<file path="config.mk">
export PLATFORM = sky130hd
export DESIGN_NAME = pmi_mac_data_if
export DESIGN_NICKNAME = d
export VERILOG_FILES = /design/src/pkg/pmi_pkg.sv /design/src/logic/pmi_mac_data_if.sv
export SDC_FILE = /design/constraint.sdc
export NUM_CORES = 1
export LEC_CHECK = 0
export BUFFER_PORTS_ARGS = -buffer_cell sky130_fd_sc_hd__buf_2
export CORE_MARGIN = 10
export CORE_UTILIZATION = 55
export CTS_BUF_LIST = sky130_fd_sc_hd__clkbuf_4
export CTS_CLUSTER_SIZE = 16
export DETAILED_ROUTE_END_ITERATION = 12
export PLACE_DENSITY = 0.87
export SETUP_SLACK_MARGIN = 0.3
export SYNTH_ARGS = -nofsm -noshare
export SYNTH_HDL_FRONTEND = slang
export SYNTH_SLANG_ARGS = --single-unit
</file>
<file path="constraint.sdc">
create_clock -name clk -period 4.55 [get_ports clk]
set_input_delay 0.91 -clock clk [delete_from_list [all_inputs] [get_ports clk]]
set_output_delay 0.91 -clock clk [all_outputs]
set_load 0.01 [all_outputs]
</file>
<file path="src/pkg/pmi_pkg.sv">
// Shared constants, modes and carrier types of the MAC data interface.
package pmi_pkg;

   // Interface mode select, one mode active at a time
   typedef enum logic [1:0] {
      PMI_MODE_MII = 2'b00,
      PMI_MODE_RMII = 2'b01,
      PMI_MODE_SERIAL = 2'b10
   } pmi_mode_e;

   // Unit taken from the MAC transmit pins on one clock tick
   typedef struct packed {
      logic en;
      logic [3:0] bits;
   } pmi_tx_unit_s;

   // Receive side pin bundle toward the MAC
   typedef struct packed {
      logic dv;
      logic er;
      logic crs;
      logic col;
      logic [3:0] rxd;
   } pmi_rx_pins_s;

   // Unit offered by the media side for one receive tick
   typedef struct packed {
      logic carrier;
      logic dv;
      logic err;
      logic [3:0] bits;
   } pmi_rx_unit_s;

   // System clock rate and derived interface clock divisors
   localparam int CLK_MHZ = 250;
   localparam int MII100_MHZ = 25;
   localparam int MII10_KHZ = 2500;
   localparam int SERIAL_MHZ = 10;
   localparam int RMII_REF_MHZ = 50;
   localparam logic [6:0] DIV_MII100 = 7'(CLK_MHZ / MII100_MHZ);
   localparam logic [6:0] DIV_MII10 = 7'((CLK_MHZ * 1000) / MII10_KHZ);
   localparam logic [6:0] DIV_SERIAL = 7'(CLK_MHZ / SERIAL_MHZ);
   localparam logic [6:0] DIV_RMII = 7'(CLK_MHZ / RMII_REF_MHZ);

   // Heartbeat pulse length, a longest time so it rounds down
   localparam int HB_NS = 1000;
   localparam logic [8:0] HB_CYC = 9'((HB_NS * CLK_MHZ) / 1000);

   // Register offsets
   localparam logic [3:0] OFS_CTRL = 4'h0;
   localparam logic [3:0] OFS_STATUS = 4'h4;
   localparam logic [3:0] OFS_COLCNT = 4'h8;

   // Control register fields
   localparam int CTRL_MODE_LSB = 0;
   localparam int CTRL_SPEED100 = 2;
   localparam int CTRL_FULLDPX = 3;
   localparam int CTRL_HB_EN = 4;
   localparam logic [4:0] CTRL_RESET = 5'h14;

   // Status register fields
   localparam int STAT_TX_ACT = 0;
   localparam int STAT_CARRIER = 1;
   localparam int STAT_COL = 2;
   localparam int STAT_RX_DV = 3;
   localparam int STAT_HB = 4;

endpackage

</file>
<file path="src/logic/pmi_mac_data_if.sv">
// MAC-facing data interface of a 10/100 transceiver: MII, RMII and serial modes.
`timescale 1ns/1ps
`default_nettype none
module pmi_mac_data_if (
   // Clock and reset
   input wire logic clk,
   input wire logic nrst,
   // Register port
   input wire logic [3:0] reg_addr,
   input wire logic [31:0] reg_wdata,
   input wire logic reg_wr,
   input wire logic reg_rd,
   output logic [31:0] reg_rdata,
   // MAC transmit pins
   input wire logic mac_tx_en,
   input wire logic [3:0] mac_txd,
   output logic tx_clk_o,
   // MAC receive pins
   output logic rx_clk_o,
   output pmi_pkg::pmi_rx_pins_s rx_pins,
   // Media side transmit stream
   output logic med_tx_strobe,
   output pmi_pkg::pmi_tx_unit_s med_tx_unit,
   // Media side receive stream
   input wire pmi_pkg::pmi_rx_unit_s med_rx_unit,
   output logic med_rx_take
);

   // Control fields held by software
   logic [4:0] ctrl_reg;
   pmi_pkg::pmi_mode_e mode;
   logic speed100;
   logic full_dpx;
   logic hb_en;

   // Interface clock divider
   logic [6:0] div_cnt_reg;
   logic [6:0] div_period;
   logic [6:0] div_hi_len;
   logic tick;
   logic fall_tick;
   logic clk_hi;

   // Transmit pin synchroniser and captured unit
   pmi_pkg::pmi_tx_unit_s tx_sync1_reg;
   pmi_pkg::pmi_tx_unit_s tx_sync2_reg;
   pmi_pkg::pmi_tx_unit_s tx_unit_reg;
   logic tx_strobe_reg;

   // Receive pins and media handshake
   pmi_pkg::pmi_rx_pins_s rx_pins_reg;
   pmi_pkg::pmi_rx_pins_s rx_pins_next;
   logic rx_take_reg;

   // Interface clock outputs
   logic tx_clk_reg;
   logic rx_clk_reg;

   // Collision and heartbeat
   logic tx_act_prev_reg;
   logic [8:0] hb_cnt_reg;
   logic hb_active;
   logic col_live;

   // Collision counter and read data
   logic [15:0] col_cnt_reg;
   logic col_prev_reg;
   logic [31:0] rdata_reg;

   // Control decode
   // Mode code 3 never reaches the register, see the write below
   assign mode = pmi_pkg::pmi_mode_e'(ctrl_reg[pmi_pkg::CTRL_MODE_LSB +: 2]);
   assign speed100 = ctrl_reg[pmi_pkg::CTRL_SPEED100];
   assign full_dpx = ctrl_reg[pmi_pkg::CTRL_FULLDPX];
   assign hb_en = ctrl_reg[pmi_pkg::CTRL_HB_EN];

   // Control register write; a reserved mode code is ignored
   always_ff @(posedge clk or negedge nrst) begin
      if (!nrst) begin
         // Comes up in MII, 100 Mb/s, half duplex, heartbeat on
         ctrl_reg <= pmi_pkg::CTRL_RESET;
      end else if (reg_wr && reg_addr == pmi_pkg::OFS_CTRL) begin
         // Mode code 3 names no mode, so keep the old one
         if (reg_wdata[pmi_pkg::CTRL_MODE_LSB +: 2] != 2'b11) begin
            ctrl_reg <= reg_wdata[4:0];
         end else begin
            ctrl_reg <= {reg_wdata[4:2], ctrl_reg[1:0]};
         end
      end
   end

   // Divider period for the active mode and speed
   always_comb begin
      case (mode)
         // MII: 25 MHz at 100 Mb/s, 2.5 MHz at 10 Mb/s
         pmi_pkg::PMI_MODE_MII: begin
            div_period = speed100 ? pmi_pkg::DIV_MII100 : pmi_pkg::DIV_MII10;
         end
         // RMII: local 50 MHz reference timing for both directions
         pmi_pkg::PMI_MODE_RMII: begin
            div_period = pmi_pkg::DIV_RMII;
         end
         // Serial: 10 MHz for both clocks
         pmi_pkg::PMI_MODE_SERIAL: begin
            div_period = pmi_pkg::DIV_SERIAL;
         end
         default: begin
            div_period = pmi_pkg::DIV_MII100;
         end
      endcase
   end

   // High phase takes the odd cycle when the period is odd
   assign div_hi_len = div_period - (div_period >> 1);

   // Tick is the last count of the period; the unit it captures shows at the wrap,
   // one cycle before the registered clock pins rise
   assign tick = (div_cnt_reg == div_period - 7'h01);

   // Receive pins change one cycle before the clock pins fall,
   // half a period away from the MAC's rising sample point
   assign fall_tick = (div_cnt_reg == div_hi_len - 7'h01);
   assign clk_hi = (div_cnt_reg < div_hi_len);

   // Free-running divider; a mode change mid-count just wraps early
   always_ff @(posedge clk or negedge nrst) begin
      if (!nrst) begin
         div_cnt_reg <= 7'h00;
      end else if (tick || div_cnt_reg >= div_period) begin
         // End of period, or at once after a switch to a shorter period
         div_cnt_reg <= 7'h00;
      end else begin
         // Count up through the period
         div_cnt_reg <= div_cnt_reg + 7'h01;
      end
   end

   // Clock pins; both idle low in RMII mode
   always_ff @(posedge clk or negedge nrst) begin
      if (!nrst) begin
         // Both clock pins start low
         tx_clk_reg <= 1'b0;
         rx_clk_reg <= 1'b0;
      end else if (mode == pmi_pkg::PMI_MODE_RMII) begin
         tx_clk_reg <= 1'b0;
         rx_clk_reg <= 1'b0;
      end else begin
         // The receive clock stands in for the recovered line clock
         tx_clk_reg <= clk_hi;
         rx_clk_reg <= clk_hi;
      end
   end

   // Clock pins leave straight from flops, so decode glitches never reach the MAC
   assign tx_clk_o = tx_clk_reg;
   assign rx_clk_o = rx_clk_reg;

   // Two-flop synchroniser on the asynchronous MAC transmit pins
   always_ff @(posedge clk or negedge nrst) begin
      if (!nrst) begin
         // Pins read as idle during reset
         tx_sync1_reg <= '0;
         tx_sync2_reg <= '0;
      end else begin
         // Only the second stage feeds any logic
         tx_sync1_reg <= {mac_tx_en, mac_txd};
         tx_sync2_reg <= tx_sync1_reg;
      end
   end

   // Capture one unit per tick; the MAC keeps enable high over valid data
   always_ff @(posedge clk or negedge nrst) begin
      if (!nrst) begin
         tx_unit_reg <= '0;
         tx_strobe_reg <= 1'b0;
      end else if (tick) begin
         tx_unit_reg.en <= tx_sync2_reg.en;
         tx_strobe_reg <= 1'b1;
         // Lane width follows the mode; unused lanes pass as zero
         case (mode)
            pmi_pkg::PMI_MODE_MII: begin
               tx_unit_reg.bits <= tx_sync2_reg.bits;
            end
            pmi_pkg::PMI_MODE_RMII: begin
               tx_unit_reg.bits <= {2'b00, tx_sync2_reg.bits[1:0]};
            end
            pmi_pkg::PMI_MODE_SERIAL: begin
               tx_unit_reg.bits <= {3'b000, tx_sync2_reg.bits[0]};
            end
            default: begin
               // Reserved mode: nothing valid to pass
               tx_unit_reg.bits <= 4'h0;
            end
         endcase
      end else begin
         // Strobe lasts one cycle
         tx_strobe_reg <= 1'b0;
      end
   end

   // The unit stands a full period; the strobe marks its first cycle
   assign med_tx_strobe = tx_strobe_reg;
   assign med_tx_unit = tx_unit_reg;

   // Live collision: both directions busy, half duplex, not RMII
   // Reduced mode has no collision pin; its MAC works collision out itself
   assign col_live = tx_unit_reg.en && med_rx_unit.carrier && !full_dpx
                     && mode != pmi_pkg::PMI_MODE_RMII;

   // Heartbeat is active while its counter runs
   assign hb_active = (hb_cnt_reg != 9'h000);

   // Heartbeat: one pulse after each transmission in 10 Mb half duplex, MII or serial mode only
   always_ff @(posedge clk or negedge nrst) begin
      if (!nrst) begin
         // No pulse pending after reset
         tx_act_prev_reg <= 1'b0;
         hb_cnt_reg <= 9'h000;
      end else begin
         tx_act_prev_reg <= tx_unit_reg.en;
         if (full_dpx || speed100 || mode == pmi_pkg::PMI_MODE_RMII) begin
            // No heartbeat outside 10 Mb half duplex
            hb_cnt_reg <= 9'h000;
         end else if (tx_act_prev_reg && !tx_unit_reg.en && hb_en) begin
            // A falling enable marks the end of a transmission
            hb_cnt_reg <= pmi_pkg::HB_CYC;
         end else if (hb_active) begin
            // Count down to the end of the pulse
            hb_cnt_reg <= hb_cnt_reg - 9'h001;
         end
      end
   end

   // Receive pin values for the active mode
   always_comb begin
      rx_pins_next = '0;
      // Pins unused in a mode keep this zero default
      case (mode)
         // MII: nibble data, valid flag, error only at 100 Mb/s
         pmi_pkg::PMI_MODE_MII: begin
            rx_pins_next.dv = med_rx_unit.dv;
            rx_pins_next.er = med_rx_unit.err && med_rx_unit.dv && speed100;
            rx_pins_next.crs = med_rx_unit.carrier;
            // Corrupt by inversion so a MAC without the error pin sees a bad check
            rx_pins_next.rxd = med_rx_unit.err ? ~med_rx_unit.bits
                               : med_rx_unit.bits;
            if (!med_rx_unit.dv) begin
               rx_pins_next.rxd = 4'h0;
            end
         end
         // RMII: two bits, separate valid, combined carrier/valid on the carrier pin
         pmi_pkg::PMI_MODE_RMII: begin
            rx_pins_next.dv = med_rx_unit.dv;
            rx_pins_next.er = med_rx_unit.err && med_rx_unit.dv && speed100;
            // Simplified: high while carrier or data remain
            rx_pins_next.crs = med_rx_unit.carrier || med_rx_unit.dv;
            rx_pins_next.rxd[1:0] = med_rx_unit.err ? ~med_rx_unit.bits[1:0]
                                    : med_rx_unit.bits[1:0];
            if (!med_rx_unit.dv) begin
               rx_pins_next.rxd[1:0] = 2'b00;
            end
         end
         // Serial: bit 0 framed by carrier; valid and error pins idle
         pmi_pkg::PMI_MODE_SERIAL: begin
            rx_pins_next.crs = med_rx_unit.carrier;
            rx_pins_next.rxd[0] = med_rx_unit.carrier && med_rx_unit.bits[0];
         end
         default: begin
            rx_pins_next = '0;
         end
      endcase
      // Collision pin: live overlap or heartbeat, never in full duplex
      rx_pins_next.col = col_live || hb_active;
   end

   // Receive pins other than collision update once per interface clock, one cycle before its falling edge
   always_ff @(posedge clk or negedge nrst) begin
      if (!nrst) begin
         // Pins idle low during reset
         rx_pins_reg <= '0;
         rx_take_reg <= 1'b0;
      end else if (fall_tick) begin
         // A new unit once per period
         rx_pins_reg <= rx_pins_next;
         rx_take_reg <= 1'b1;
      end else begin
         // Collision follows without waiting for the next unit
         rx_pins_reg.col <= col_live || hb_active;
         rx_take_reg <= 1'b0;
      end
   end

   // Receive pins leave straight from flops toward the MAC
   assign rx_pins = rx_pins_reg;
   assign med_rx_take = rx_take_reg;

   // Collision events counted on the rising edge of the collision pin
   always_ff @(posedge clk or negedge nrst) begin
      if (!nrst) begin
         col_prev_reg <= 1'b0;
         col_cnt_reg <= 16'h0000;
      end else begin
         col_prev_reg <= rx_pins_reg.col;
         if (reg_wr && reg_addr == pmi_pkg::OFS_COLCNT) begin
            // Clearing loses an event landing in the same cycle; counts are advisory
            col_cnt_reg <= 16'h0000;
         end else if (rx_pins_reg.col && !col_prev_reg && col_cnt_reg != 16'hffff) begin
            // Count each new collision, holding at the top value
            col_cnt_reg <= col_cnt_reg + 16'h0001;
         end
      end
   end

   // Register read, data one cycle after the strobe; unmapped reads zero
   always_ff @(posedge clk or negedge nrst) begin
      if (!nrst) begin
         rdata_reg <= 32'h0000_0000;
      end else if (reg_rd) begin
         // Clear first so unused bits read as zero
         rdata_reg <= 32'h0000_0000;
         case (reg_addr)
            pmi_pkg::OFS_CTRL: begin
               rdata_reg[4:0] <= ctrl_reg;
            end
            pmi_pkg::OFS_STATUS: begin
               rdata_reg[pmi_pkg::STAT_TX_ACT] <= tx_unit_reg.en;
               rdata_reg[pmi_pkg::STAT_CARRIER] <= rx_pins_reg.crs;
               rdata_reg[pmi_pkg::STAT_COL] <= rx_pins_reg.col;
               rdata_reg[pmi_pkg::STAT_RX_DV] <= rx_pins_reg.dv;
               rdata_reg[pmi_pkg::STAT_HB] <= hb_active;
            end
            pmi_pkg::OFS_COLCNT: begin
               rdata_reg[15:0] <= col_cnt_reg;
            end
            default: begin
               // Unmapped offset reads zero
               rdata_reg <= 32'h0000_0000;
            end
         endcase
      end else begin
         // Read data stands only in the cycle after the strobe
         rdata_reg <= 32'h0000_0000;
      end
   end

   // Read data from a flop, zero outside its one cycle
   assign reg_rdata = rdata_reg;

endmodule // pmi_mac_data_if
`default_nettype wire

</file>
==> results of run 1 <==
## Yosys cell counts (3+ instances only)
master     n  area, µm²
buf_2      3       15.0
ha_1      25        313
or3_1      5       31.3
nor3_1     3       15.0
nand3_1    9       45.0
clkbuf_1   9       33.8
nor4_1     8       50.1
or3_2      3       22.5
mux2i_1    9       90.1
nand2b_1   7       43.8
buf_4     18        135
nor2_1    46        173
nand4_1    4       25.0
a211oi_1   3       22.5
xnor2_1   21        184
and4_1     7       61.3
dfrtp_1   79       1980
nor2b_1    3       18.8
a21oi_1   20        100
mux2_2     6       67.6
nor3b_1    3       22.5
mux2_4     6       90.1
o21ai_0    8       40.0
and3_1     3       18.8
inv_1     18       67.6
and2_1    14       87.6
a21o_1     4       30.0
nand2_1   28        105
xor2_1    19        166
## path summary, 6_finish.rpt
| check | to | depth (start not counted) | start | slack [ns] |
|---|---|---|---|---|
| setup / recovery | rx_clk_o | 15 | ctrl_reg[1] | 0.54 |
| hold / removal | tx_sync2_reg[0] | 0 | tx_sync1_reg[0] | 0.36 |
| setup reg to reg | rx_clk_o | 15 | ctrl_reg[1] | 0.54 |
| hold reg to reg | tx_sync2_reg[0] | 0 | tx_sync1_reg[0] | 0.36 |
| max in group asynchronous | hb_cnt_reg[0] | 1 | nrst | 3.27 |
| min in group asynchronous | rx_clk_o | 1 | nrst | 0.62 |
## per-layer routing
layer	wire length (µm)	up-vias	part of all wire	GRT usage
li1	-	1553	-	-
met1	4200	1569	0.44	0.212
met2	4500	109	0.47	0.254
met3	634	19	0.066	0.0308
met4	216	0	0.023	0.0817
met5	0	-	0	0
## power breakdown
| part | internal, W | leakage (nW) | total [W] | switching, W |
|---|---|---|---|---|
| Clock | 0.000116 | 0.0606 | 0.000373 | 0.000257 |
| Combinational | 0.000649 | 1.29 | 0.00139 | 0.000744 |
| Sequential | 0.000892 | 1.05 | 0.00107 | 0.000177 |
| Total | 0.00166 | 2.39 | 0.00283 | 0.00118 |
## critical path: stages, from the launching register on
cell,delay (ns)
dfrtp_1,0.39
inv_1,0.16
ha_2,0.30
nor2b_4,0.29
inv_4,0.09
nor2_1,0.14
a21oi_2,0.10
fa_2,0.43
or4_1,0.61
nand2_1,0.15
inv_1,0.06
ha_1,0.26
a21oi_1,0.12
o21bai_1,0.09
maj3_1,0.32
a2111oi_1,0.40
## kinds of logic after synthesis
kind of cell             count (synthesis)  synth area share
XOR/XNOR                                41            0.0833
buffers and inverters                   51            0.0632
flip-flops                              81             0.453
multiplexers                            21            0.0554
AO/OA/AOI/OAI                           55            0.0872
other                                    1          0.000838
AND/OR/NAND/NOR                        153             0.180
adder cells (fa/ha/maj)                 27            0.0766
## repair_timing
action / in CTS / in global routing
resized for setup: 0 / 4
endpoints found under the setup margin: 0 / 8
hold buffers: 0 / 0
## through the flow
step	hold WS [ns]	utilization
floorplan	0.331	-
finish	0.364	0.629
CTS	0.364	0.628
global route	0.371	0.629
detailed placement	0.336	0.612
global placement	0.332	0.612
## layout make-up
class                           instances  share of cell area
Clock inverter                          7              0.0109
Timing Repair Buffer                   62              0.0662
Multi-Input combinational cell        313               0.455
Antenna cell                            1            0.000509
Clock buffer                            9              0.0137
Tap cell                              102              0.0260
Inverter                               19              0.0150
Sequential cell                        81               0.413
==> impl_results.md, run 1 <==
* DRT Wirelength at 9.55 mm
* WS Path Type: flop to flop
* Grt total ovfl at 0
* Clk_lat worst skew at 0.43 ns
* Final-report hold violation count at 0
* Crit start category: flop
* Fmax at 0.250 GHz
* Synth async-reset ratio at 1.00
* Register area share after synthesis at 0.453
* Routability Congestion at 0.905
* FF+latch count, synth at 81
* Setup WS post-layout at 0.542 ns
* Post-place setup slack at 0.347 ns
* Filler-free cell count of the finished design at 594
* First-pass detailed-route iteration total at 4
* RSZ-0062 raised after global routing: true
* Initial Utilization at 0.573
* Fin area at 4910 µm²
* CTS tree: yes
* Main synth FF type: dfrtp_1
* CTS root buf: clkbuf_4
* Antenna violations before repair at 1
* Most common cell after layout, fill and taps aside: dfrtp_1
* Synth Area per Inst at 10.4 µm²
* # DRC at 0
* Clk_skew at 0.0206 ns
* Largest net degree at the start of global routing at 82
* Clock Path Buffers at 2
* Routed via count at 3250
* Setup bufs post-CTS at 0
* DPL Wire Length at 7.21 mm
* CP Max Fanout at 8
* Fill cells at 637
* Antenna Nets Post-Route at 0
* Chip Width at 110 µm
* Mapped Area at 4480 µm²
* H-tree depth at 3
* Die height at 110 µm
* Total number of yosys warnings at 0
* Placed cell areas at 4780 µm²
* GRT Util Overall at 0.162
* Status: finished, final reports clean
* Pleak at 2.39 nW
* Total core area at 7810 µm²
* Clock sink total at 81
* Ports at 101
* Req. time, crit path at 4.86 ns
* Worst Hold Class: flop to flop
* Mapped Cells at 430
* Final setup vio count at 0
* Multi-input logic area at 2230 µm²
* Routed WL per cell at 16.1 µm
* Placed Instances at 577
* # rows at 32
* Global-route wire length before repair at 15.7 mm
* Measured slew at the worst slew-check pin at 1.06 ns
* Setup TNS at 0 ns
* Most frequent cells in the layout: 79 x dfrtp_1, 56 x buf_2, 46 x nor2_1
* Cell Pwr Density at 577 nW/µm²
* Area Overhead vs Synth at 9.81%
* Max_slew headroom at 0.289
* Unique cell type count in the Yosys netlist at 64
* 1st-iter DRT viols at 220
* Max-capacitance violation count at 0
* PortBufs at 57
* Total power at 0.00283 W
* VDD IR max at 0.226 mV
* CTS buffer count at 9
* Vias in the first global route at 3335
* Vias per cell at 5.47
* Die area at 12100 µm²
* Nature of the critical path endpoint: flop
* Post-synth EDFFs at 0
* Tmin final at 4.01 ns
* Register Area at 2030 µm²
* Period Utilization, post-route at 0.881
* Layout cells sized above 1 at 0.220
* Number of max-slew violations in the final report at 0
* Post-layout nets at 564
* Arr. time, crit path at 4.32 ns
* Reg clk slew, reported paths at 0.13 ns
Power figures use the tool's default switching activity.
==> run 2, diff against run 1 <==
CELL_PAD_IN_SITES_DETAIL_PLACEMENT = 0   (was not set)
CELL_PAD_IN_SITES_GLOBAL_PLACEMENT = 1   (was not set)
CORE_UTILIZATION = 43   (was 55)
PLACE_DENSITY = 0.88   (was 0.87)
RECOVER_POWER = 100   (was not set)
SLEW_MARGIN = 20   (was not set)
==> impl_results.md, run 2 (synthesis gave the netlist of run 1 again) <==
* Status: finished with violations
* Failing checks: max-capacitance violations, max-slew violations
* Max incr delay on CP at 1.26 ns
* Die area at 14900 µm²
* Period Utilization, post-route at 0.908
* Ports at 101
* Cell Pwr Density at 585 nW/µm²
* CP Max Fanout at 13
* Pleak at 2.27 nW
* 1st-iter DRT viols at 179
* Initial Utilization at 0.437
* RR Endpoint: med_tx_unit[1]
* WP buf/inv at 3
* Reg clk slew, reported paths at 0.13 ns
* PortBufs at 57
* Post-layout nets at 564
* Most frequent cells in the layout: 79 x dfrtp_1, 45 x nor2_1, 36 x clkbuf_1
* CTS root buf: clkbuf_4
* Routability Congestion at 0.831
* CTS buffer count at 9
* Worst r2r src: ctrl_reg[1]
* Req. time, crit path at 4.88 ns
* Total core area at 10200 µm²
* Switching share of total power at 0.403
* Fmax at 0.242 GHz
* H-tree depth at 3
* Routed WL per cell at 14.9 µm
* Sw power at 0.00116 W
* Pint at 0.00171 W
* Number of max-slew violations in the final report at 96
* Largest net degree at the start of global routing at 82
* GRT Util Overall at 0.125
* Tmin final at 4.13 ns
* Flop2flop setup slack at 0.42 ns
* Fill cells at 974
* Vias per cell at 4.97
* RSZ-0062 raised after global routing: false
* Global-route wire length before repair at 15.4 mm
* CP top delay family: simple AND/OR/NAND/NOR gates
* Die height at 122 µm
* # diodes at 0
* Filler-free cell count of the finished design at 627
* First-pass detailed-route iteration total at 4
* Max_slew headroom at -0.302
* DPL Wire Length at 6.88 mm
* # rows at 37
* Clock sink total at 81
* Final-report hold violation count at 0
* Slowest stage cell, crit path: nor3_1
* Clock Path Buffers at 2
* Antenna Nets Post-Route at 0
* VDD IR max at 0.202 mV
* Hold Path Origin: tx_sync1_reg[2]
* Area Overhead vs Synth at 9.70%
* CTS tree: yes
* Share of power burned in registers at 0.373
* Routed via count at 3116
* Clk_skew at 0.0178 ns
* Max-capacitance violation count at 2
* Post-CTS Hold Buffers at 0
* Setup TNS at 0 ns
* Most common cell after layout, fill and taps aside: dfrtp_1
* DRT Wirelength at 9.33 mm
* Placed Instances at 610
* WS Path Type: flop to flop
* Grt total ovfl at 0
* R2R cell count at 14
* Worst Hold Class: flop to flop
* Antenna violations before repair at 0
* Clk_lat worst skew at 0.44 ns
* Chip Width at 122 µm
* Worst Hold Depth at 0
* Crit start category: flop
* Measured slew at the worst slew-check pin at 1.95 ns
* # DRC at 0
* WHS Endpoint: tx_sync2_reg[2]
* Worst hold slack at 0.362 ns
* Layout cells sized above 1 at 0.128
* Worst path cell trace: inv_1 -> ha_1 -> nor2b_4 -> inv_4 -> nor2_1 -> a21oi_1 -> clkbuf_1 -> ha_1 -> nand2_1 -> nand2_1 -> xnor2_1 -> xnor2_1 -> nor3_1 -> mux2_2
* Clock power share at 0.174
* Final setup vio count at 0
* Vias in the first global route at 3171
* Logic pwr share at 0.452
* Arr. time, crit path at 4.46 ns
* Nature of the critical path endpoint: flop
[run 2: cell count changes in the layout (fill, tap and decap cells not counted), moves of 2 or more]
| cell | before | now |
|---|---|---|
| clkbuf_1 | 0 | 36 |
| buf_4 | 6 | 3 |
| clkinvlp_4 | 2 | 0 |
| mux2_4 | 6 | 0 |
| bufinv_16 | 0 | 2 |
| buf_2 | 56 | 22 |
| mux2_1 | 0 | 6 |
| and2_1 | 14 | 5 |
| and2_0 | 0 | 9 |
[run 2: worst max-delay path by stage]
| stage | start | to | slack [ns] | cells after the start |
|---|---|---|---|---|
| 2_1_floorplan | ctrl_reg[0] | rx_clk_o | 0.69 | 17 |
| 3_3_place_gp | ctrl_reg[1] | rx_clk_o | 0.51 | 15 |
| 3_5_place_dp | ctrl_reg[1] | rx_clk_o | 0.49 | 15 |
| 4_1_cts | ctrl_reg[1] | rx_clk_o | 0.45 | 15 |
| 5_1_grt | ctrl_reg[0] | med_tx_unit[0] | 0.17 | 14 |
| 6_report | ctrl_reg[1] | med_tx_unit[1] | 0.42 | 14 |
[run 2: what timing repair did]
action | CTS | global route
gates resized for setup | 0 | 3
setup endpoints to repair | 0 | 1
buffers inserted | 0 | 1
[run 2: per-stage QoR]
stage	util	cell area [µm²]	worst slack, ns	total power [W]
4_1_cts	0.487	4980	0.453	0.00296
5_1_grt	0.480	4910	0.167	0.00312
3_3_place_gp	0.471	4820	0.505	0.00239
2_1_floorplan	-	4530	0.691	0.00212
3_5_place_dp	0.471	4820	0.486	0.00245
6_report	0.480	4910	0.417	0.00287
[run 2: layer usage]
metal / up-vias / wire, µm / global-route usage
met5: - / 0 / 0
li1: 1552 / - / -
met2: 60 / 4180 / 0.190
met3: 9 / 572 / 0.0389
met1: 1495 / 4480 / 0.170
met4: 0 / 90 / 0.0320
[run 2: final cells by class]
type	instances	area (µm²)	share of cell area
clock buffer	9	67.6	0.0138
clock inverter	7	101	0.0206
inverter	19	73.8	0.0150
multi-input combinational	313	2190	0.447
sequential	81	2030	0.413
tap	136	170	0.0347
timing repair buffer	62	273	0.0556
[run 2: power groups by stage]
stage	clock [W]	combinational, W	sequential (W)
floorplan	0	0.00107	0.00105
global placement	0	0.00131	0.00108
detailed placement	0	0.00136	0.00109
CTS	0.000519	0.00137	0.00107
global route	0.000547	0.00147	0.00110
finish	0.000500	0.00130	0.00107
